[config.mk]
export PLATFORM = sky130hd
export DESIGN_NAME = nbc_ctrl
export DESIGN_NICKNAME = d
export VERILOG_FILES = /design/src/rtl/nbc_pkg.sv /design/src/rtl/nbc_strm_if.sv /design/src/rtl/nbc_buf2.sv /design/src/rtl/nbc_ctrl.sv
export SDC_FILE = /design/constraint.sdc
export NUM_CORES = 1
export LEC_CHECK = 0
export BUFFER_PORTS_ARGS = -buffer_cell sky130_fd_sc_hd__clkbuf_2
export CAP_MARGIN = 0
export CORE_UTILIZATION = 50
export CTS_BUF_LIST = sky130_fd_sc_hd__clkbuf_16
export DETAILED_ROUTE_END_ITERATION = 8
export PLACE_DENSITY = 0.71
export SLEW_MARGIN = 40
export SYNTH_ARGS = -nofsm -noshare
export SYNTH_HDL_FRONTEND = slang
export SYNTH_SLANG_ARGS = --single-unit
export TNS_END_PERCENT = 5
[constraint.sdc]
create_clock -name sys_clk_i -period 7.05 [get_ports sys_clk_i]
set_input_delay 0.3525 -clock sys_clk_i [delete_from_list [all_inputs] [get_ports sys_clk_i]]
set_output_delay 0.3525 -clock sys_clk_i [all_outputs]
set_load 0.02 [all_outputs]
[src/rtl/nbc_pkg.sv]
/*
  Constants, types and command tables for a host NAND flash controller.
  Assumes a 50 MHz clock.
*/
// Notes on behaviour
// RULE_01: io_bus latched on write-strobe rise.
// RULE_02: command latch loads the command register.
// RULE_03: address latch loads the next address byte.
// RULE_04: select changes while busy never abort.
// RULE_05: select may drop during a read.
// RULE_06: read-strobe fall gives a byte, column plus one.
// RULE_07: device floats io_bus when deselected.
// RULE_08: write protect low blocks program and erase.
// RULE_09: ready/busy is open drain, wired low.
// RULE_10: five address bytes, unused bits low.
// RULE_11: while busy only FFh and 70h are taken.
// RULE_12: read is 00h, five address bytes, 30h.
// RULE_13: program is 80h, address, data, 10h.
// RULE_14: erase is 60h, block address, D0h.
// RULE_15: 85h and column bytes move the input column.
// RULE_16: 05h, column bytes, E0h move the output column.
// RULE_17: 90h gives four signature bytes.
// RULE_18: write protect high through program/erase setup.
// RULE_19: data input: latches low, read strobe high.
// RULE_20: data output: latches low, write strobe high.
// RULE_21: page is 2048 main plus 64 spare bytes.
// RULE_22: 2048 blocks of 128 pages.
// RULE_23: read mode at power-up; repeat read may skip 00h.
// RULE_24: erase takes two block-address bytes.
// RULE_25: 10h without data input starts nothing.
// RULE_26: busy low from confirm until done.
package nbc_pkg;

  // -------------------------------------------------------------------
  // timing in ns and clock counts
  // -------------------------------------------------------------------
  localparam int CLK_NS    = 20;
  localparam int T_WP_NS   = 40;   // write strobe low
  localparam int T_WH_NS   = 20;   // write strobe high
  localparam int T_REA_NS  = 45;   // read strobe fall to data valid
  localparam int T_REH_NS  = 20;   // read strobe high
  localparam int T_WB_NS   = 100;  // strobe rise to busy
  localparam int T_WHR_NS  = 80;   // strobe rise to read strobe fall
  localparam int SYNC_STG  = 2;

  localparam logic [3:0] WP_CYC  = 4'((T_WP_NS + CLK_NS - 1) / CLK_NS);
  localparam logic [3:0] WH_CYC  = 4'((T_WH_NS + CLK_NS - 1) / CLK_NS);
  localparam logic [3:0] WC_CYC  = 4'(WP_CYC + WH_CYC);
  localparam logic [3:0] RDL_CYC =
    4'((T_REA_NS + CLK_NS - 1) / CLK_NS + SYNC_STG);
  localparam logic [3:0] RC_CYC  =
    4'(RDL_CYC + (T_REH_NS + CLK_NS - 1) / CLK_NS);
  localparam int WB_RAW  = (T_WB_NS + CLK_NS - 1) / CLK_NS;
  localparam int WHR_RAW = (T_WHR_NS + CLK_NS - 1) / CLK_NS;
  localparam logic [3:0] GAP_CYC =
    4'(((WB_RAW > WHR_RAW) ? WB_RAW : WHR_RAW) + SYNC_STG);

  // -------------------------------------------------------------------
  // geometry and command codes
  // -------------------------------------------------------------------
  localparam int PAGE_MAIN  = 2048;             // RULE_21
  localparam int PAGE_SPARE = 64;
  localparam int PAGES_BLK  = 128;              // RULE_22
  localparam int BLOCKS     = 2048;
  localparam int ADDR_W     = 30;
  localparam int LEN_W      = 12;
  localparam logic [LEN_W-1:0] SIG_LEN  = 12'h004;
  localparam logic [LEN_W-1:0] STAT_LEN = 12'h001;
  localparam logic [2:0] ERASE_FIRST = 3'h2;    // RULE_24
  localparam logic [2:0] ERASE_CYCS  = 3'h2;

  localparam logic [7:0] CMD_READ     = 8'h00;
  localparam logic [7:0] CMD_READ_GO  = 8'h30;
  localparam logic [7:0] CMD_PROG     = 8'h80;
  localparam logic [7:0] CMD_PROG_GO  = 8'h10;
  localparam logic [7:0] CMD_ERASE    = 8'h60;
  localparam logic [7:0] CMD_ERASE_GO = 8'hD0;
  localparam logic [7:0] CMD_RAND_IN  = 8'h85;
  localparam logic [7:0] CMD_RAND_OUT = 8'h05;
  localparam logic [7:0] CMD_RAND_GO  = 8'hE0;
  localparam logic [7:0] CMD_SIG      = 8'h90;
  localparam logic [7:0] CMD_STATUS   = 8'h70;
  localparam logic [7:0] CMD_RESET    = 8'hFF;

  typedef enum logic [3:0] {
    OP_READ, OP_READ_NEXT, OP_PROG, OP_RAND_IN, OP_PROG_GO,
    OP_ERASE, OP_RAND_OUT, OP_SIG, OP_STATUS, OP_RESET
  } nbc_op_t;

  typedef struct packed {
    logic             has_cmd1;
    logic [7:0]       cmd1;
    logic [2:0]       n_addr;
    logic [2:0]       a_first;
    logic             din;
    logic             has_cmd2;
    logic [7:0]       cmd2;
    logic             wait_rb;
    logic             dout;
    logic [LEN_W-1:0] fix_len;
    logic             modify;
    logic             busy_ok;
    logic             need_load;
  } nbc_desc_t;

  // -------------------------------------------------------------------
  // per-operation bus sequence
  // -------------------------------------------------------------------
  function automatic nbc_desc_t op_desc(input nbc_op_t op);
    nbc_desc_t r;
    r = '0;
    case (op)
      OP_READ:      r = '{1'b1, CMD_READ, 3'h5, 3'h0, 1'b0, 1'b1,
                          CMD_READ_GO, 1'b1, 1'b1, '0, 1'b0, 1'b0, 1'b0};
      OP_READ_NEXT: r = '{1'b0, CMD_READ, 3'h5, 3'h0, 1'b0, 1'b1,
                          CMD_READ_GO, 1'b1, 1'b1, '0, 1'b0, 1'b0, 1'b0};
      OP_PROG:      r = '{1'b1, CMD_PROG, 3'h5, 3'h0, 1'b1, 1'b0,
                          8'h00, 1'b0, 1'b0, '0, 1'b1, 1'b0, 1'b0};
      OP_RAND_IN:   r = '{1'b1, CMD_RAND_IN, 3'h2, 3'h0, 1'b1, 1'b0,
                          8'h00, 1'b0, 1'b0, '0, 1'b1, 1'b0, 1'b0};
      OP_PROG_GO:   r = '{1'b1, CMD_PROG_GO, 3'h0, 3'h0, 1'b0, 1'b0,
                          8'h00, 1'b1, 1'b0, '0, 1'b1, 1'b0, 1'b1};
      OP_ERASE:     r = '{1'b1, CMD_ERASE, ERASE_CYCS, ERASE_FIRST, 1'b0,
                          1'b1, CMD_ERASE_GO, 1'b1, 1'b0, '0, 1'b1,
                          1'b0, 1'b0};
      OP_RAND_OUT:  r = '{1'b1, CMD_RAND_OUT, 3'h2, 3'h0, 1'b0, 1'b1,
                          CMD_RAND_GO, 1'b0, 1'b1, '0, 1'b0, 1'b0, 1'b0};
      OP_SIG:       r = '{1'b1, CMD_SIG, 3'h0, 3'h0, 1'b0, 1'b0, 8'h00,
                          1'b0, 1'b1, SIG_LEN, 1'b0, 1'b0, 1'b0};
      OP_STATUS:    r = '{1'b1, CMD_STATUS, 3'h0, 3'h0, 1'b0, 1'b0, 8'h00,
                          1'b0, 1'b1, STAT_LEN, 1'b0, 1'b1, 1'b0};
      OP_RESET:     r = '{1'b1, CMD_RESET, 3'h0, 3'h0, 1'b0, 1'b0, 8'h00,
                          1'b1, 1'b0, '0, 1'b0, 1'b1, 1'b0};
      default:      r = '0;
    endcase
    return r;
  endfunction

  // five address bytes, spare bits low
  function automatic logic [39:0] pack_addr(input logic [ADDR_W-1:0] a);
    return {6'h00, a[29:28], a[27:20], a[19:12], 4'h0, a[11:8], a[7:0]};
  endfunction

endpackage

[src/rtl/nbc_strm_if.sv]
/*
  Valid/ready byte stream.
  Assumes one clock.
*/
`timescale 1ns/1ps
interface nbc_strm_if #(parameter int W = 8);
  logic         valid;
  logic         ready;
  logic [W-1:0] data;
  modport src (output valid, output data, input ready);
  modport dst (input valid, input data, output ready);
endinterface

[src/rtl/nbc_buf2.sv]
/*
  Two-entry valid/ready read buffer.
  Assumes one clock.
*/
`timescale 1ns/1ps
module nbc_buf2 #(
  parameter int W = 8
) (
  input  wire logic sys_clk_i,    // system clock
  input  wire logic nrst_i,       // async reset, low
  nbc_strm_if.dst   fill_if,      // producer side
  nbc_strm_if.src   drain_if      // consumer side
);
  typedef struct packed {
    logic [1:0]        v;
    logic [1:0][W-1:0] dat;
  } nbc_buf_t;

  nbc_buf_t q;
  nbc_buf_t d;
  logic     pop;
  logic     push;

  // ---------------------------------------------------------------
  // head at entry 0; a pop shifts entry 1 down before the push lands
  // ---------------------------------------------------------------
  assign fill_if.ready  = ~q.v[1];
  assign drain_if.valid = q.v[0];
  assign drain_if.data  = q.dat[0];
  assign pop            = q.v[0] & drain_if.ready;
  assign push           = fill_if.valid & ~q.v[1];

  always_comb begin
    d = q;
    if (pop) begin
      d.dat[0] = q.dat[1];
      d.v[0]   = q.v[1];
      d.v[1]   = 1'b0;
    end
    if (push) begin
      if (!d.v[0]) begin
        d.dat[0] = fill_if.data;
        d.v[0]   = 1'b1;
      end else begin
        d.dat[1] = fill_if.data;
        d.v[1]   = 1'b1;
      end
    end
  end

  // state register
  always_ff @(posedge sys_clk_i or negedge nrst_i) begin
    if (!nrst_i) begin
      q <= '0;
    end else begin
      q <= d;
    end
  end
endmodule

[src/rtl/nbc_ctrl.sv]
/*
  Host controller driving an 8-bit NAND flash over its pins.
  Assumes a pull-up on ready/busy and a pin wrapper for io_bus.
*/
`timescale 1ns/1ps
module nbc_ctrl
  import nbc_pkg::*;
(
  input  wire logic              sys_clk_i,       // 50 MHz clock
  input  wire logic              nrst_i,          // async reset, low
  input  wire logic              cmd_valid_i,     // operation request
  input  wire logic [3:0]        cmd_op_i,        // nbc_op_t code
  input  wire logic [ADDR_W-1:0] cmd_addr_i,      // row/column address
  input  wire logic [LEN_W-1:0]  cmd_len_i,       // byte count
  output logic                   cmd_ready_o,     // idle, request taken
  output logic                   done_o,          // operation finished
  input  wire logic              wr_valid_i,      // program byte valid
  input  wire logic [7:0]        wr_data_i,       // program byte
  output logic                   wr_ready_o,      // program byte taken
  output logic                   rd_valid_o,      // read byte valid
  output logic [7:0]             rd_data_o,       // read byte
  input  wire logic              rd_ready_i,      // read byte taken
  input  wire logic [7:0]        io_bus_i,        // bus level in
  output logic [7:0]             io_bus_o,        // bus drive value
  output logic                   io_bus_oe_o,     // bus driven, high
  output logic                   cle_o,           // command latch
  output logic                   ale_o,           // address latch
  output logic                   ce_n_o,          // chip select, low
  output logic                   we_n_o,          // write strobe, low
  output logic                   read_strobe_n_o, // read strobe, low
  output logic                   wp_n_o,          // write protect, low
  input  wire logic              rb_n_i           // ready high, busy low
);
  typedef enum logic [3:0] {
    S_IDLE, S_PRE, S_CMD1, S_ADDR, S_DIN, S_CMD2, S_GAP, S_RB, S_DOUT
  } nbc_st_t;

  typedef struct packed {
    nbc_st_t          st;
    nbc_op_t          op;
    logic [39:0]      addr;
    logic [LEN_W-1:0] len;
    logic [3:0]       ph;
    logic [2:0]       acnt;
    logic [7:0]       io;
    logic             io_oe;
    logic             cle;
    logic             ale;
    logic             ce_n;
    logic             we_n;
    logic             re_n;
    logic             wp_n;
    logic             cmd_rdy;
    logic             done;
    logic             wr_rdy;
    logic             have;
    logic             loaded;
    logic             push;
    logic [7:0]       pdata;
    logic [7:0]       io_s1;
    logic [7:0]       io_s2;
    logic             rb_s1;
    logic             rb_s2;
  } nbc_ctl_t;

  localparam nbc_ctl_t Q_RST = '{st: S_IDLE, op: OP_READ, ce_n: 1'b1,
    we_n: 1'b1, re_n: 1'b1, default: '0};

  nbc_ctl_t  q;
  nbc_ctl_t  d;
  nbc_desc_t dsc;
  logic      wlast;

  nbc_strm_if #(.W(8)) fill_if ();
  nbc_strm_if #(.W(8)) drain_if ();

  // ---------------------------------------------------------------
  // read path: only full-cycle samples enter the buffer
  // ---------------------------------------------------------------
  assign fill_if.valid  = q.push;
  assign fill_if.data   = q.pdata;
  assign drain_if.ready = rd_ready_i;

  nbc_buf2 #(.W(8)) u_buf (
    .sys_clk_i (sys_clk_i),
    .nrst_i    (nrst_i),
    .fill_if   (fill_if),
    .drain_if  (drain_if)
  );

  // outputs from flops
  assign cmd_ready_o     = q.cmd_rdy;
  assign done_o          = q.done;
  assign wr_ready_o      = q.wr_rdy;
  assign rd_valid_o      = drain_if.valid;
  assign rd_data_o       = drain_if.data;
  assign io_bus_o        = q.io;
  assign io_bus_oe_o     = q.io_oe;
  assign cle_o           = q.cle;
  assign ale_o           = q.ale;
  assign ce_n_o          = q.ce_n;
  assign we_n_o          = q.we_n;
  assign read_strobe_n_o = q.re_n;
  assign wp_n_o          = q.wp_n;

  assign dsc   = op_desc(q.op);
  assign wlast = (q.ph == WC_CYC);

  // ---------------------------------------------------------------
  // sequencer: write strobe low from ph 0, high at WP_CYC
  // ---------------------------------------------------------------
  always_comb begin
    d        = q;
    d.io_s1  = io_bus_i;
    d.io_s2  = q.io_s1;
    d.rb_s1  = rb_n_i;
    d.rb_s2  = q.rb_s1;
    d.done   = 1'b0;
    d.push   = 1'b0;
    d.wr_rdy = 1'b0;
    // shared write strobe
    if (q.st == S_CMD1 || q.st == S_ADDR || q.st == S_CMD2 ||
        (q.st == S_DIN && (q.have || q.ph != 4'h0))) begin
      d.io_oe = 1'b1;
      d.ph    = q.ph + 4'h1;
      if (q.ph == 4'h0) begin
        d.we_n = 1'b0;
      end
      if (q.ph == WP_CYC) begin
        d.we_n = 1'b1;                                 // RULE_01
      end
    end
    case (q.st)
      S_IDLE: begin
        d.ce_n = 1'b1;
        d.wp_n = 1'b0;                                 // RULE_08
        if (cmd_valid_i && q.cmd_rdy) begin
          d.op   = nbc_op_t'(cmd_op_i);
          d.addr = pack_addr(cmd_addr_i);              // RULE_10
          d.len  = cmd_len_i;
          d.st   = S_PRE;
        end
      end
      S_PRE: begin
        // a confirm without loaded data is dropped, never sent
        if ((dsc.need_load && !q.loaded) ||
            (!dsc.has_cmd1 && dsc.n_addr == 3'h0)) begin
          d.done = 1'b1;                               // RULE_25
          d.st   = S_IDLE;
        end else if (q.rb_s2 || dsc.busy_ok) begin     // RULE_11
          d.ce_n = 1'b0;
          d.wp_n = dsc.modify;                         // RULE_18
          d.ph   = 4'h0;
          d.acnt = 3'h0;
          if (dsc.fix_len != '0) begin
            d.len = dsc.fix_len;
          end
          if (q.op == OP_PROG) begin
            d.loaded = 1'b1;
          end else if (q.op == OP_PROG_GO || q.op == OP_RESET) begin
            d.loaded = 1'b0;
          end
          d.st = dsc.has_cmd1 ? S_CMD1 : S_ADDR;       // RULE_23
        end
      end
      S_CMD1, S_CMD2: begin
        d.cle = 1'b1;                                  // RULE_02
        d.io  = (q.st == S_CMD1) ? dsc.cmd1 : dsc.cmd2; // RULE_12
        if (wlast) begin
          d.ph = 4'h0;
          if (q.st == S_CMD1 && dsc.n_addr != 3'h0) begin
            d.st = S_ADDR;
          end else begin
            d.cle   = 1'b0;
            d.io_oe = 1'b0;
            d.st    = S_GAP;                           // RULE_26
          end
        end
      end
      S_ADDR: begin
        d.cle = 1'b0;
        d.ale = 1'b1;                                  // RULE_03
        d.io  = q.addr[{3'(q.acnt + dsc.a_first), 3'b000} +: 8];
        if (wlast) begin
          d.ph   = 4'h0;
          d.acnt = q.acnt + 3'h1;
          if (q.acnt + 3'h1 == dsc.n_addr) begin       // RULE_24
            d.ale = 1'b0;
            if (dsc.din) begin
              d.st = S_DIN;                            // RULE_15
            end else if (dsc.has_cmd2) begin
              d.st = S_CMD2;                           // RULE_13 RULE_14
            end else begin
              d.io_oe = 1'b0;
              d.st    = S_GAP;
            end
          end
        end
      end
      S_DIN: begin
        d.cle = 1'b0;                                  // RULE_19
        d.ale = 1'b0;
        if (q.len == '0) begin
          d.io_oe = 1'b0;
          d.done  = 1'b1;
          d.st    = S_IDLE;
        end else if (!q.have && q.ph == 4'h0) begin
          // ready held high until a byte is taken, then dropped, keeps a stalled source lossless
          d.wr_rdy = ~(q.wr_rdy & wr_valid_i);
          if (q.wr_rdy && wr_valid_i) begin
            d.io   = wr_data_i;
            d.have = 1'b1;
          end
        end else begin
          d.have = 1'b0;
          if (wlast) begin
            d.ph  = 4'h0;
            d.len = q.len - 12'h001;
          end
        end
      end
      S_GAP: begin
        // covers busy onset and strobe-to-read turnaround
        d.ph = q.ph + 4'h1;
        if (q.ph == GAP_CYC) begin
          d.ph = 4'h0;
          if (dsc.wait_rb) begin
            d.st = S_RB;
          end else if (dsc.dout) begin
            d.st = S_DOUT;
          end else begin
            d.done = 1'b1;
            d.st   = S_IDLE;
          end
        end
      end
      S_RB: begin
        if (q.rb_s2) begin                             // RULE_09 RULE_26
          if (dsc.dout) begin
            d.st = S_DOUT;
          end else begin
            d.done = 1'b1;
            d.st   = S_IDLE;
          end
        end
      end
      S_DOUT: begin
        // strobe held low until the synchronised bus is settled
        if (q.ph == 4'h0) begin
          if (q.len == '0) begin
            d.done = 1'b1;
            d.st   = S_IDLE;
          end else if (fill_if.ready) begin
            d.re_n = 1'b0;                             // RULE_06 RULE_20
            d.ph   = 4'h1;
          end
        end else begin
          d.ph = q.ph + 4'h1;
          if (q.ph == RDL_CYC) begin
            d.re_n  = 1'b1;
            d.push  = 1'b1;                            // RULE_17
            d.pdata = q.io_s2;
          end
          if (q.ph == RC_CYC) begin
            d.ph  = 4'h0;
            d.len = q.len - 12'h001;                   // RULE_16
          end
        end
      end
      default: begin
        d.st = S_IDLE;
      end
    endcase
    if (d.st == S_IDLE) begin
      d.ce_n  = 1'b1;
      d.wp_n  = 1'b0;
      d.io_oe = 1'b0;
      d.cle   = 1'b0;
      d.ale   = 1'b0;
      d.we_n  = 1'b1;
      d.re_n  = 1'b1;
      d.ph    = 4'h0;
      d.have  = 1'b0;
    end
    d.cmd_rdy = (d.st == S_IDLE) && !(q.st == S_IDLE && cmd_valid_i &&
                                      q.cmd_rdy);
  end

  // state register
  always_ff @(posedge sys_clk_i or negedge nrst_i) begin
    if (!nrst_i) begin
      q <= Q_RST;
    end else begin
      q <= d;
    end
  end
endmodule

* Word-level counts from Yosys, hierarchy flattened *
Memories as Yosys holds them, arrays and structs flattened.
Cells that the tools add are included.

operators by class
  bitwise operators = 7
  shifts and indexed selects = 1
  equality and inequality tests = 35
  reductions and logical operators = 53
  multiplexer cells = 92
  $add $sub $neg = 4

operators by type and width
  operator              count
  $mux W4               19
  $mux W16              4
  $mux W60              1
  $mux W8               7
  $pmux W12 S4          1
  $shiftx A40 B7 Y8     1
  $mux W19              2
  $mux W1               35
  $eq A4 B3 Y1 const B  8
  $pmux W4 S8           1
  $pmux W10 S3          1
  $mux W9               3
  $mux W12              2
  $pmux W4 S6           1
  $eq A4 B2 Y1 const B  5
  $ne A2 B2 Y1 const B  10
  $mux W18              1
  $reduce_bool A3 Y1    6
  $reduce_and A4 Y1     4
  $mux W7               2
  $logic_not A12 Y1     1
  $logic_not A4 Y1      3
  $mux W2               6
  $reduce_bool A12 Y1   1
  27 further kinds      67

storage, ports and cells
  output and inout bits = 27
  flip-flop bits (word level) = 122
  memories kept = 1
  ROM bits = 416

memories
  name             depth  bits a word  rd ports  clocked after Yosys merged registers in  write ports  RTL line        source
  (no name shown)  16     26           1         0                                        0            nbc_pkg.sv:112  case (op)

* Depth between registers and ports, before layout *
Gate-level depths: netlist of the first run.

  depth after elaboration = 11
  gate-level depth with buffers = 13

* Cells and area by module *
A second synthesis of the first run with hierarchy kept.

unflattened totals
  cells, all modules = 603
  area, all modules = 6453.7 µm²

modules (own cells, without submodules)
  module    times used  sequential area each (µm²)  area an instance (µm²)  cells each
  nbc_ctrl  1           2606.2                      5597.9                  543
  nbc_buf2  1           450.4                       855.8                   60

* Least setup slack after synthesis of the first run *
No wires, ideal clock.

  path type = register to register
  start point = reg q[108] (netlist name)
  end point = reg q (netlist bit read_strobe_n_o)
  cell stages (with the launch flop) = 12
  library setup time = 0.088 ns
  arrival = 2.417 ns
  required time = 6.962 ns
  slack = 4.545 ns
  path through = dfrtp_1 -> buf_6 -> clkbuf_1 -> inv_1 -> ha_1 -> inv_1 -> a221o_1 -> or3_1 -> clkbuf_1 -> nand4_2 -> nor4_4 -> or3_1

RTL lines
  what                    RTL line         source
  start, declared         nbc_ctrl.sv:69   nbc_ctl_t q;
  start signal, assigned  nbc_ctrl.sv:292  q <= Q_RST;
  start signal, assigned  nbc_ctrl.sv:294  q <= d;

==> impl_metrics.json, run 1 <==
{
  "worstReg2RegEnd": "ce_n_o",
  "crit_end": "ce_n_o",
  "cts_buffers": 17,
  "wl_per_cell_um": 18.0,
  "period_minus_slack_ps": 3120,
  "grt_pass1_wl_um": 25300,
  "cts_tree": "built",
  "insertion_delay_ps": 420,
  "yosysWarnings": 0,
  "antenna_found_initial": 0,
  "outcome": "complete, no violations",
  "core_sq_um": 12300,
  "tightest_slew_ps": 837,
  "diodes": 0,
  "post-route-period-util_pct": 44.3,
  "clock.fmax_mhz": 320,
  "hp-class": "in2reg",
  "ctsResizeCount": 0,
  "yosys.cell_types.count": 78,
  "drive_gt1_share_pct": 29.9,
  "dr.pass1.iters": 5,
  "yosysTopAreaCell": "dfrtp_1",
  "r2r-start": "q[107]",
  "dp_hpwl_um": 10800,
  "die_y_um": 115,
  "gr-usage-met3_pct": 6.91,
  "io_buffers": 94,
  "critPathRequiredTime_ps": 7420,
  "h-tree-depth": 4,
  "synth_top_area_share_pct": 46.5,
  "peakVddDrop_mv": 0.198,
  "place_ws_ps": 3990,
  "final-hold-violation-count": 0,
  "synth_area_leaders": "dfrtp_1 (46%), mux2_2 (9.0%), ha_1 (3.1%)",
  "worst_slack_ps": 3930,
  "grt_max_degree": 82,
  "via_count": 5070,
  "max_cap_violations": 0,
  "slew_viol_final": 0,
  "critical_path_arrival_ps": 3490,
  "fin_setup_tns_ps": 0,
  "start_util_pct": 52.2,
  "ctsHoldBuffers": 1,
  "track_usage_pct": 25.4,
  "ys.flop_type": "dfrtp_1",
  "clock_path_buffers": 2,
  "yosysSeqAreaShare_pct": 47.7,
  "netlist_instances": 612,
  "end_kind": "register",
  "nets": 766,
  "cp-startpoint": "q[107]",
  "crit_fanout": 13,
  "use_met2_pct": 40.5,
  "reg2reg_depth": 9,
  "num_io_pins": 95,
  "ys_ff_latch": 122,
  "power.density_nw_per_um2": 392,
  "use_met1_pct": 33.2,
  "critical_path_class": "reg2reg",
  "rows": 40,
  "gp_congestion": 0.906,
  "synth-edff-count": 0,
  "clock-sinks": 122,
  "syn_area_per_cell_sq_um": 10.5,
  "r2r_setup_slack_ps": 3930,
  "die_w_um": 115,
  "syn_to_final_growth_pct": 16.4,
  "routed_wl_um": 15500,
  "stdcell_count": 863,
  "grt_pass1_vias": 4976,
  "place_inst": 830,
  "startpoint_type": "register",
  "rsz0062_at_grt": "false",
  "grt_overflow_total": 0,
  "leakage_nw": 3.41,
  "drc": 0,
  "syn_area_sq_um": 6400,
  "skew_ps": 7.54,
  "path_clk_slew_ps": 60,
  "cts_setup_buffers": 0,
  "vias_per_cell": 5.87,
  "die_area_sq_um": 13300,
  "async_flop_share_pct": 100,
  "relSlewSlack_pct": 44.2,
  "root_buffer": "clkbuf_16",
  "drt_iter0_markers": 474,
  "finalSetupViolCount": 0,
  "route.antenna.remaining_nets": 0,
  "syn_nets": 696,
  "top_usage_layer": "met2"
}
[worst min path at each step]
| stage | to | cells after the start | from | slack [ps] |
|---|---|---|---|---|
| finish | d[8] | 1 | io_bus_i[6] | 30 |
| global route | d[9] | 1 | io_bus_i[7] | 10 |
| CTS | d[8] | 1 | io_bus_i[6] | 20 |
| detailed placement | q[6] | 0 | d[6] | 340 |
| global placement | q[5] | 0 | d[5] | 330 |
| floorplan | ale_o | 0 | nrst_i | 60 |
[metal layers]
layer | vias to the layer above | wire (um)
met5 | - | 0
met4 | 0 | 314
met3 | 32 | 1030
met2 | 196 | 7390
met1 | 2489 | 6790
li1 | 2353 | -
[cells by family after synthesis]
family	after synthesis	share of synthesized area (%)
XOR/XNOR	6	0.820
AND/OR/NAND/NOR	192	16.0
flip-flops	122	47.7
AO/OA/AOI/OAI	150	15.3
multiplexers	64	11.8
buffers and inverters	61	5.08
adder cells (fa/ha/maj)	17	3.28
[cell usage after synthesis (all sizes together) (5+ instances only)]
cell type  instances
a211oi             5
or3                7
inv               13
a21oi             32
nor4               5
nand4              5
nand2             50
nor2b              8
nor3b              5
dfrtp            119
ha                16
a22oi              7
nor2              51
buf               31
nand2b            12
a31oi              9
xnor2              5
a22o               6
nor3               9
o21ai             49
clkbuf            17
nand3             14
and2               5
a32oi              5
mux2              51
mux2i              9
[cell usage in the layout, fill, tap and decap left out, types with 9 or more instances in the layout]
master     netlist  layout
a21oi_1         32      32
clkbuf_16        0      17
mux2_2          51      51
nand2_1         50      50
o21ai_0         29      29
o21ai_1         20      20
a31oi_1          9       9
clkbuf_2         0      93
nand3_1         14      14
mux2i_1          9       9
inv_1           13      14
nand2b_1        12      12
nor2_1          50      48
dfrtp_1        119     119
ha_1            16      16
[worst max-delay path: stages (launching register included)]
cell and delay (ps):
dfrtp_1 460, inv_1 180, ha_1 370, mux2i_1 110, o21ai_0 300, o2111ai_2 230, o31ai_2 290, nand4_2 190
nor4_4 710, o31a_1 230
[metrics by stage]
stage / utilization, % / total power, mW / hold WS (ps) / area, sq um
after CTS: 60.8 / 2.92 / 15.3 / 7450
after detailed placement: 55.9 / 2.03 / 336 / 6850
after global routing: 60.8 / 3.09 / 13.4 / 7460
after global placement: 55.8 / 2.01 / 332 / 6840
final: 60.8 / 2.92 / 32.6 / 7460
after floorplan: - / 1.81 / 56.9 / 6400
[power breakdown]
group	total [mW]	switching [mW]	internal [mW]
registers	1.05	0.172	0.882
clock network	0.872	0.345	0.527
logic	0.999	0.578	0.422
[final cells by class]
type                            instances  area [sq um]
Sequential cell                       122          3060
Clock buffer                           17           425
Multi-Input combinational cell        429          3030
Timing Repair Buffer                   99           517
Clock inverter                         15           165
Fill cell                            1042          4800
Tap cell                              168           210
Inverter                               13          48.8
[state kept, by name (all words and copies together), names as in the netlist, 8 cells and up]
signal / cells
q: 68
d: 9
u_buf.drain_if.data: 8
io_bus_o: 8
fill_if.data: 8
u_buf.q: 9
Note: power is estimated with default switching activity, not from simulation.
==> inputs of run 2 (changes only) <==
- clock period: 7.05 -> 3.18 ns (I/O delays scaled with it)
==> run 2 against run 1 <==
Worst hold slack got worse by 11 ps. Flip-flop and latch count is the same. Wire length grew 3.9%. First-iteration DRC count shrank 8.2%. Critical path depth is 1 higher. Power rose by 130%. Highest routed layer unchanged. Core utilization is 4.9 points higher. Non-clock buffer count grew 62. Clock power increased by 130%. Final cell count increased by 7.2%. Clock skew grew 2.3 ps. Largest power group is now combinational cells.
==> impl_metrics.json, run 2 (same netlist as run 1, synthesis figures left out) <==
{
  "crit_fanout": 7,
  "startpoint_type": "register",
  "final-hold-violation-count": 0,
  "worst_slack_ps": 198,
  "cts_tree": "built",
  "syn_to_final_growth_pct": 25.9,
  "outcome": "complete, no violations",
  "rsz0062_at_grt": "false",
  "period_minus_slack_ps": 2980,
  "critical_path_class": "reg2reg",
  "grt_overflow_total": 0,
  "ctsResizeCount": 0,
  "start_util_pct": 52.2,
  "wl_per_cell_um": 17.5,
  "final_core_util_pct": 65.8,
  "nets": 828,
  "largest_reg_flops": 68,
  "antenna_found_initial": 0,
  "place_inst": 848,
  "rows": 40,
  "skew_ps": 9.85,
  "post-route-period-util_pct": 93.8,
  "vias_per_cell": 5.79,
  "reg2reg_depth": 10,
  "clock.fmax_mhz": 335,
  "track_usage_pct": 26.6,
  "diodes": 0,
  "drt_iter0_markers": 435,
  "route.antenna.remaining_nets": 0,
  "clock_path_buffers": 2,
  "slew_viol_final": 0,
  "gp_congestion": 0.884,
  "fin_setup_tns_ps": 0,
  "dr.pass1.iters": 5,
  "r2r-start": "q[107]",
  "grt_pass1_vias": 5396,
  "path_clk_slew_ps": 60,
  "leakage_nw": 3.69,
  "relSlewSlack_pct": 59.3,
  "r2r_setup_slack_ps": 200,
  "min_path_cells": 3,
  "grt_pass1_wl_um": 26600,
  "critical_path_arrival_ps": 3260,
  "hp-class": "in2reg",
  "place_ws_ps": 299,
  "power.density_nw_per_um2": 844,
  "cts_buffers": 17,
  "io_buffers": 94,
  "drc": 0,
  "max_cap_violations": 0,
  "root_buffer": "clkbuf_16",
  "die_w_um": 115,
  "stdcell_count": 925,
  "num_io_pins": 95,
  "layout_common_cells": "dfrtp_1 (119), clkbuf_2 (93), mux2_2 (51)",
  "h-tree-depth": 4,
  "peakVddDrop_mv": 0.590,
  "insertion_delay_ps": 420,
  "grt_max_degree": 61,
  "worstReg2RegEnd": "q[52]",
  "critPathRequiredTime_ps": 3460,
  "finalSetupViolCount": 0,
  "hold_start": "cmd_len_i[4]",
  "min_to": "q[58]",
  "via_count": 5352,
  "die_y_um": 115,
  "mostFrequentLayoutCell": "dfrtp_1",
  "dp_hpwl_um": 11100,
  "whs_ps": 22.0,
  "drive_gt1_share_pct": 29.6,
  "die_area_sq_um": 13300,
  "end_kind": "register",
  "cts_setup_buffers": 0,
  "tightest_slew_ps": 611,
  "clock-sinks": 122,
  "routed_wl_um": 16100,
  "core_sq_um": 12300,
  "top_register": "q"
}
==> run 2: worst max-delay path: stages, from the launching register on <==
cell and delay, ps:
dfrtp_1 460, inv_1 100, ha_1 330, mux2i_1 120, o21ai_0 280, o2111ai_2 230
o21ai_0 240, nand4_1 210, nor4_4 570, buf_4 240, a311oi_2 50
==> run 2: layout make-up <==
type,instances,area [sq um]
clock inverters,15,195
inverters,13,48.8
fillers,964,4200
repair buffers,161,1090
clock buffers,17,425
flip-flops and latches,122,3060
multi-input cells,429,3030
well taps,168,210
==> run 2: worst max-delay path by stage <==
stage	slack, ps	cells after the start	end	startpoint
after floorplan	680	11	read_strobe_n_o	q[108]
after global placement	450	9	q[52]	q[107]
after detailed placement	300	10	q[52]	q[107]
after CTS	270	10	q[52]	q[107]
after global routing	80	10	q[52]	q[107]
final	200	10	q[52]	q[107]
==> run 2: metrics by stage <==
step                      total power, mW  area, sq um
after floorplan                      4.02         6400
after global placement               4.60         6980
after detailed placement             4.68         6980
after CTS                            6.79         8050
after global routing                 7.16         8060
final                                6.80         8060
==> run 2: repair_timing <==
action | 4_1_cts | 5_1_grt
hold buffers | 45 | 0
endpoints found under the setup margin | 0 | 0
endpoints found under the hold margin | 101 | 0
==> run 2: layer usage <==
| layer | part of all wire, % | global-route usage [%] | up-vias |
|---|---|---|---|
| met4 | 2.7 | 12.1 | 0 |
| met1 | 42 | 33.5 | 2613 |
| met2 | 48 | 43.3 | 222 |
| li1 | - | - | 2477 |
| met5 | 0 | 0 | - |
| met3 | 6.8 | 6.54 | 40 |
==> run 2: power by group <==
group | internal, mW | switching (mW)
Clock | 1.31 | 0.730
Sequential | 1.96 | 0.274
Combinational | 1.10 | 1.44
